[config.mk]
export PLATFORM = sky130hd
export DESIGN_NAME = zsvs_top
export DESIGN_NICKNAME = d
export VERILOG_FILES = /design/src/common/zsvs_pkg.sv /design/src/design/zsvs_top.sv /design/src/design/zsvs_mag.sv
export VERILOG_INCLUDE_DIRS = /design/src /design/src/common
export SDC_FILE = /design/constraint.sdc
export NUM_CORES = 2
export LEC_CHECK = 0
export ABC_AREA = 1
export BUFFER_PORTS_ARGS = -buffer_cell sky130_fd_sc_hd__buf_2
export CAP_MARGIN = 20
export CORE_ASPECT_RATIO = 1.5
export CORE_MARGIN = 1.5
export CORE_UTILIZATION = 43
export CTS_CLUSTER_DIAMETER = 150
export CTS_CLUSTER_SIZE = 14
export DETAILED_ROUTE_END_ITERATION = 6
export GPL_ROUTABILITY_DRIVEN = 0
export PLACE_DENSITY = 0.67
export RECOVER_POWER = 50
export SYNTH_ARGS = -nofsm -noshare
export SYNTH_HDL_FRONTEND = slang
export SYNTH_SLANG_ARGS = --single-unit
[constraint.sdc]
create_clock -name i_ref_clk -period 24.2 [get_ports i_ref_clk]
set_clock_uncertainty 0.05 [all_clocks]
set_input_delay 4.84 -clock i_ref_clk [delete_from_list [all_inputs] [get_ports i_ref_clk]]
set_output_delay 4.84 -clock i_ref_clk [all_outputs]
set_load 0.02 [all_outputs]
[src/common/zsvs_params.svh]
/*
  Constants of the zero-sequence voltage supervision block: threshold,
  voltage scaling, timer step and setting limits.
  Assumes voltage samples in counts of 0.1 V and a 10 MHz clock.
*/
`ifndef ZSVS_PARAMS_SVH
`define ZSVS_PARAMS_SVH

// Residual threshold and input scaling
`define ZSVS_THRESH_V 10
`define ZSVS_CNT_PER_V 10
`define ZSVS_THRESH_CNT (`ZSVS_THRESH_V * `ZSVS_CNT_PER_V)

// Clock and detection-time step
`define ZSVS_CLK_PERIOD_NS 100
`define ZSVS_STEP_NS 100000000
`define ZSVS_STEP_CYC (`ZSVS_STEP_NS / `ZSVS_CLK_PERIOD_NS)

// Detection time setting, in 0.1 s steps
`define ZSVS_DET_MIN 10'h00a
`define ZSVS_DET_MAX 10'h3e8
`define ZSVS_DET_RST 10'h00a

// Zero-sequence source encoding
`define ZSVS_SRC_CALC 1'h0
`define ZSVS_SRC_MEAS 1'h1

`endif

[src/common/zsvs_pkg.sv]
/*
  Types of the zero-sequence voltage supervision block.
  Assumes phasor components as signed 16-bit counts of 0.1 V.
*/
package zsvs_pkg;

  typedef struct packed {
    logic signed [15:0] re;
    logic signed [15:0] im;
  } zsvs_phasor_t;

  typedef zsvs_phasor_t [2:0] zsvs_chan_t;

  typedef struct packed {
    logic residual_check_use;
    logic zero_seq_source_select;
    logic input_delta;
    logic voltage_count_select;
  } zsvs_cfg_t;

  typedef struct packed {
    logic phase_valid;
    logic [2:0][16:0] phase;
    logic [2:0][17:0] line;
    logic [20:0] residual;
  } zsvs_meter_t;

  typedef enum logic [2:0] {
    ZSVS_IDLE   = 3'h1,
    ZSVS_TIMING = 3'h2,
    ZSVS_ALARM  = 3'h4
  } zsvs_state_t;

endpackage

[src/design/zsvs_top.sv]
/*
  Zero-sequence voltage supervision with input-configuration handling
  and metering of derived voltages.
  Assumes phasor samples from the measurement front end, synchronous
  to i_ref_clk, and settings held steady by the configuring party.
*/
// Operation
// - Alarm when residual magnitude above 10 V long enough
// - Detection time 1.0 to 100.0 s, 0.1 s steps
// - Use setting off means never alarm
// - Zero-sequence from phase sum or neutral input
// - Delta means phase-phase inputs, star phase-neutral
// - Delta two-voltage mode calculates metered C-A from others, residual sums the raw C-A input
// - Star derives line voltages from phase voltages
// - Star ignores the three-or-two voltage selection
// - Delta shows no phase-neutral values in metering
`timescale 1ns/10ps
`include "zsvs_params.svh"
module zsvs_top #(
  parameter int STEP_CYC = `ZSVS_STEP_CYC
) (
  // Clock and reset
  input wire logic i_ref_clk,
  input wire logic i_nrst,
  // Settings
  input wire zsvs_pkg::zsvs_cfg_t i_cfg,
  input wire logic [9:0] i_residual_detect_time,
  // Samples
  input wire logic i_sample_valid,
  input wire zsvs_pkg::zsvs_chan_t i_chan,
  input wire zsvs_pkg::zsvs_phasor_t i_neutral_voltage_input,
  // Results
  output logic o_alarm,
  output logic o_timing,
  output zsvs_pkg::zsvs_meter_t o_meter
);
  import zsvs_pkg::*;

  localparam int PW = $clog2(STEP_CYC + 1);

  zsvs_chan_t chan_q;
  zsvs_phasor_t neut_q;
  zsvs_cfg_t cfg_q;
  logic [9:0] det_q;
  zsvs_meter_t meter_q;
  zsvs_state_t state_q;
  logic [PW-1:0] pre_q;
  logic [9:0] tenth_q;
  logic alarm_q;
  logic above;
  logic signed [19:0] res_re;
  logic signed [19:0] res_im;
  logic [20:0] res_mag;
  logic [2:0][16:0] ph_mag;
  logic [2:0][17:0] ln_mag;
  logic signed [2:0][16:0] ln_re;
  logic signed [2:0][16:0] ln_im;

  ////////////////////////////////////////////////////////////////////////
  // Decoding used on both phasor parts, and clamping of the detection time
  function automatic logic signed [19:0] resid(
    input logic signed [15:0] a,
    input logic signed [15:0] b,
    input logic signed [15:0] c,
    input logic signed [15:0] n,
    input logic src
  );
    logic signed [19:0] s;
    logic signed [19:0] z;
    s = 20'(a) + 20'(b) + 20'(c);
    // Calculated source leaves only the division remainder
    z = (src == `ZSVS_SRC_MEAS) ? 20'(n) : s / 20'sh3;
    resid = s - 20'sh3 * z;
  endfunction

  function automatic logic signed [16:0] line_comp(
    input logic signed [15:0] cur,
    input logic signed [15:0] nxt,
    input logic signed [15:0] d0,
    input logic signed [15:0] d1,
    input logic delta,
    input logic fill
  );
    line_comp = !delta ? 17'(cur) - 17'(nxt)
              : fill ? -(17'(d0) + 17'(d1))
              : 17'(cur);
  endfunction

  function automatic logic [9:0] clamp_det(input logic [9:0] t);
    clamp_det = (t < `ZSVS_DET_MIN) ? `ZSVS_DET_MIN
              : (t > `ZSVS_DET_MAX) ? `ZSVS_DET_MAX : t;
  endfunction

  ////////////////////////////////////////////////////////////////////////
  // Input capture
  always_ff @(posedge i_ref_clk or negedge i_nrst)
  begin
    if (!i_nrst)
    begin
      chan_q <= '0;
      neut_q <= '0;
    end
    else if (i_sample_valid)
    begin
      chan_q <= i_chan;
      neut_q <= i_neutral_voltage_input;
    end
  end

  always_ff @(posedge i_ref_clk or negedge i_nrst)
  begin
    if (!i_nrst)
    begin
      cfg_q <= '0;
      det_q <= `ZSVS_DET_RST;
    end
    else
    begin
      cfg_q <= i_cfg;
      det_q <= clamp_det(i_residual_detect_time);
    end
  end

  ////////////////////////////////////////////////////////////////////////
  // Residual and derived voltages
  assign res_re = resid(chan_q[0].re, chan_q[1].re, chan_q[2].re,
                        neut_q.re, cfg_q.zero_seq_source_select);
  assign res_im = resid(chan_q[0].im, chan_q[1].im, chan_q[2].im,
                        neut_q.im, cfg_q.zero_seq_source_select);

  zsvs_mag #(.W(20)) u_res_mag (
    .i_re(res_re),
    .i_im(res_im),
    .o_mag(res_mag)
  );

  for (genvar k = 0; k < 3; k++)
  begin : g_chan
    // Fill only for C-A, and only when two voltages are wired
    assign ln_re[k] = line_comp(chan_q[k].re, chan_q[(k+1)%3].re,
                                chan_q[0].re, chan_q[1].re,
                                cfg_q.input_delta,
                                (k == 2) && cfg_q.voltage_count_select);
    assign ln_im[k] = line_comp(chan_q[k].im, chan_q[(k+1)%3].im,
                                chan_q[0].im, chan_q[1].im,
                                cfg_q.input_delta,
                                (k == 2) && cfg_q.voltage_count_select);
    zsvs_mag #(.W(16)) u_ph_mag (
      .i_re(chan_q[k].re),
      .i_im(chan_q[k].im),
      .o_mag(ph_mag[k])
    );
    zsvs_mag #(.W(17)) u_ln_mag (
      .i_re(ln_re[k]),
      .i_im(ln_im[k]),
      .o_mag(ln_mag[k])
    );
  end

  always_ff @(posedge i_ref_clk or negedge i_nrst)
  begin
    if (!i_nrst)
    begin
      meter_q <= '0;
    end
    else
    begin
      meter_q.phase_valid <= !cfg_q.input_delta;
      meter_q.phase <= cfg_q.input_delta ? '0 : ph_mag;
      meter_q.line <= ln_mag;
      meter_q.residual <= res_mag;
    end
  end

  ////////////////////////////////////////////////////////////////////////
  // Detection timer
  // Registered magnitude adds one cycle of latency to the timer
  assign above = cfg_q.residual_check_use
               && (meter_q.residual > 21'(`ZSVS_THRESH_CNT));

  always_ff @(posedge i_ref_clk or negedge i_nrst)
  begin
    if (!i_nrst)
    begin
      state_q <= ZSVS_IDLE;
      pre_q <= '0;
      tenth_q <= '0;
      alarm_q <= 1'b0;
    end
    else
    begin
      case (state_q)
        ZSVS_IDLE:
        begin
          pre_q <= '0;
          tenth_q <= '0;
          alarm_q <= 1'b0;
          if (above)
          begin
            state_q <= ZSVS_TIMING;
          end
        end
        ZSVS_TIMING:
        begin
          if (!above)
          begin
            // Cleared at once, so a fresh rise restarts the full time
            state_q <= ZSVS_IDLE;
            pre_q <= '0;
            tenth_q <= '0;
          end
          else if (pre_q == PW'(STEP_CYC - 1))
          begin
            pre_q <= '0;
            tenth_q <= tenth_q + 10'h001;
            if (tenth_q + 10'h001 >= det_q)
            begin
              state_q <= ZSVS_ALARM;
              alarm_q <= 1'b1;
            end
          end
          else
          begin
            pre_q <= pre_q + PW'(1);
          end
        end
        ZSVS_ALARM:
        begin
          if (!above)
          begin
            state_q <= ZSVS_IDLE;
            alarm_q <= 1'b0;
            tenth_q <= '0;
          end
        end
        default:
        begin
          state_q <= ZSVS_IDLE;
          alarm_q <= 1'b0;
        end
      endcase
    end
  end

  assign o_alarm = alarm_q;
  assign o_timing = state_q[1];
  assign o_meter = meter_q;
endmodule

[src/design/zsvs_mag.sv]
/*
  Phasor magnitude estimate, max plus half of min of the absolute parts.
  Assumes signed components; result is unsigned and one bit wider.
*/
`timescale 1ns/10ps
module zsvs_mag #(
  parameter int W = 16
) (
  // Phasor in
  input wire logic signed [W-1:0] i_re,
  input wire logic signed [W-1:0] i_im,
  // Magnitude out
  output logic [W:0] o_mag
);

  logic [W-1:0] abs_re;
  logic [W-1:0] abs_im;

  // Negating the most negative value still fits W unsigned bits
  assign abs_re = i_re[W-1] ? W'(-i_re) : W'(i_re);
  assign abs_im = i_im[W-1] ? W'(-i_im) : W'(i_im);

  always_comb
  begin
    if (abs_re >= abs_im)
    begin
      o_mag = {1'b0, abs_re} + {2'b00, abs_im[W-1:1]};
    end
    else
    begin
      o_mag = {1'b0, abs_im} + {2'b00, abs_re[W-1:1]};
    end
  end

endmodule

==> results.yml <==
clocking:
  post_cts_buffers: 0
  cts_buffers: 25
  holdBufCountCts: 0
  cts.clk_slew.worst_paths_ns: 0.09
  cts_buffer_depth: 3
  cts_tree: "done"
  insertion_delay_ns: 0.65
  ctsResizeCount: 0
  h-tree-depth: 1
  clock_sinks: 303
  root_buffer: "clkbuf_16"
logic_synthesis:
  ys_ff_latch: 303
  yosysSeqAreaShare_pct: 16.8
  syn-cell-area_um2: 45100
  synth_largest_area_cell: "ha_1"
  yosys-top-cells-area: "ha_1 (18%), dfrtp_1 (17%), nand2_1 (11%)"
  synthFlopType: "dfrtp_1"
  synth_fp_nets: 7502
  yosysWarnings: 0
  synthArstFlopShare_pct: 100
  ys_types: 72
  syn_area_per_cell_um2: 6.80
  netlist.area_leader.share_pct: 17.6
  netlist_instances: 6631
  synth_edf_count: 0
drt:
  wl_per_cell_um: 17.9
  vias_per_cell: 5.34
  drtIter0Drc: 2699
  vias: 44105
  ant_nets: 0
  drt_first_pass_iters: 7
  drt-total-wl_um: 148000
  drc: 0
floorplan:
  dieArea_um2: 107000
  io-pin-count: 274
  core-area_um2: 104000
  start_util_pct: 43.3
  fp.dieH_um: 400
  fp.dieW_um: 267
  num_rows: 145
worst_setup_path:
  path_cells: "clkbuf_1 > clkbuf_1"
  end_kind: "async pin"
  timing.rr.start: "chan_q[1]$_DFFE_PN0P_"
  cp_top_family: "buffers and inverters"
  crit_slowest_cell: "clkbuf_1"
  worstPathMaxFanout: 151
  worst-path-buf-inv: 2
  crit_type: "primary input to async pin"
  crit_path_frequent_cell: "clkbuf_1"
  start_kind: "primary input"
  worstPathArrival_ns: 15.25
  cp.required_ns: 21.57
  slowest_delay_ns: 6.14
  cp-startpoint: "i_nrst"
sta:
  worst_pin_slew_ns: 8.40
  rsz0062_at_grt: "false"
  min_period_ns: 17.88
  maxSlewViolCount: 622
  hold_viol: 0
  max_freq_mhz: 55.9
  period_share_pct: 73.9
  relSlewSlack_pct: -460
  fin_tns_setup_ns: 0
  setup_violations: 0
worst_hold_path:
  min_from: "o_alarm$_DFFE_PN0P_"
  hold_path_class: "register to register"
global_route:
  first_global_vias: 43045
  track_usage_pct: 27.4
  overflow: 0
  grt_pass1_wl_um: 228000
  antenna_found_initial: 6
  grt_max_degree: 152
final_layout:
  drive_above_1_share_pct: 9.25
  nets: 7718
  fill_cells: 10721
  area_delta_synth_final_pct: 7.88
  fin_area_um2: 48600
place:
  portBuffers: 273
  dp_hpwl_um: 122000
  place_area_um2: 48000
run:
  drv_cap: 7
outcome:
  run_status: "complete, but fails checks"
  violations: "capacitance limit, slew limit"
[state kept, by name (all words and copies together), names as in the netlist, 3 cells and up]
name and count:
o_meter 127, chan_q 96, neut_q 32, pre_q 20, det_q 10, tenth_q 10
cfg_q 4, state_q 3
[path summary, 6_finish.rpt]
| check | to | slack (ns) | depth (start not counted) |
|---|---|---|---|
| setup / recovery | cfg_q[1]$_DFF_PN0_ | 6.32 | 2 |
| hold / removal | o_alarm$_DFFE_PN0P_ | 0.44 | 2 |
| setup reg to reg | o_meter[17]$_DFF_PN0_ | 7.80 | 114 |
| hold reg to reg | o_alarm$_DFFE_PN0P_ | 0.44 | 2 |
| max in group i_ref_clk | o_meter[17]$_DFF_PN0_ | 7.80 | 114 |
| min in group asynchronous | tenth_q[6]$_DFFE_PN0P_ | 6.30 | 1 |
[logic make-up (layout without fill, tap and decap cells)]
logic type,Yosys count,after routing,share of synthesized area (%)
AO/OA/AOI/OAI,1283,1283,16.3
XOR/XNOR,441,441,8.66
adder cells (fa/ha/maj),726,726,21.6
buffers and inverters,1310,1535,11.1
flip-flops,303,303,16.8
multiplexers,29,29,0.713
other,0,3,0
AND/OR/NAND/NOR,2539,2539,24.8
[cell usage in the layout (no fill, tap or decap), drive strengths merged, types with 5 or more instances in the layout]
cell type  instances
a211oi            32
o21bai           104
clkinv             9
xnor2             59
nor2             515
o221ai             5
o32ai              6
a21oi            476
a32oi              6
and2              14
o22ai             25
inv             1184
nor4              27
nand4             82
a22oi              5
o21a              15
o21ai            489
nand2           1355
or2               64
ha               636
nor3b             12
a31oi             15
o41ai              6
nor3             107
a221oi             8
a21o              20
o31ai             33
fa                90
clkbuf            51
o211ai            17
mux2              25
xor2             382
dfrtp            300
nand3b            20
nand3            336
buf              291
[per-stage QoR]
| stage | hold slack [ns] | std cells | worst slack [ns] | utilization (%) |
|---|---|---|---|---|
| 6_report | 0.436 | 8255 | 6.32 | 46.7 |
| 4_1_cts | 0.438 | 8246 | 7.95 | 46.7 |
| 3_5_place_dp | 0.419 | 8210 | 7.99 | 46.1 |
| 5_1_grt | 0.477 | 8254 | 3.57 | 46.7 |
| 3_3_place_gp | 0.421 | 8208 | 8.67 | 46.1 |
| 2_1_floorplan | 0.425 | 6631 | 10.26 | - |
[cell usage after synthesis (7+ instances only)]
cell type	n
o21a_1	15
inv_1	1131
nor2_2	14
a221oi_1	8
ha_1	636
o21ai_0	453
inv_2	52
o21ai_1	19
mux2_2	25
o21ai_2	17
xor2_1	378
dfrtp_1	300
clkinv_1	9
nor3b_1	12
o211ai_1	17
and2_1	14
fa_1	90
clkbuf_1	101
xnor2_1	59
nor2_1	499
o31ai_1	32
nand2_1	1291
or2_2	64
o21bai_1	98
nand4_1	80
nor3_1	106
a21oi_1	474
a31oi_1	15
a211oi_1	32
nand3_1	289
nand3b_1	19
o22ai_1	25
nor4_1	27
nand2_2	63
buf_1	7
nand3_2	47
a21o_1	20
[layout make-up]
cell class                 instances  area, um^2  share of cell area [%]
timing repair buffer             307        1590                    3.26
clock buffer                      35         673                    1.38
sequential                       303        7590                    15.6
clock inverter                     1        5.00                  0.0103
antenna                            3        7.51                  0.0154
multi-input combinational       5018       32600                    66.9
tap                             1396        1750                    3.59
inverter                        1192        4480                    9.20
[per-layer routing]
| metal | GRT usage (%) | up-vias | share of wire [%] | wire (um) |
|---|---|---|---|---|
| li1 | - | 22065 | - | - |
| met4 | 22.6 | 0 | 9.6 | 14300 |
| met2 | 46.5 | 1281 | 46 | 68700 |
| met3 | 2.41 | 357 | 4.9 | 7330 |
| met1 | 31.2 | 20402 | 39 | 57800 |
| met5 | 0 | - | 0 | 0 |
Power is left out: the tool's default activity adds up to more than one toggle a clock period on the data nets, which glitch-free logic cannot reach.
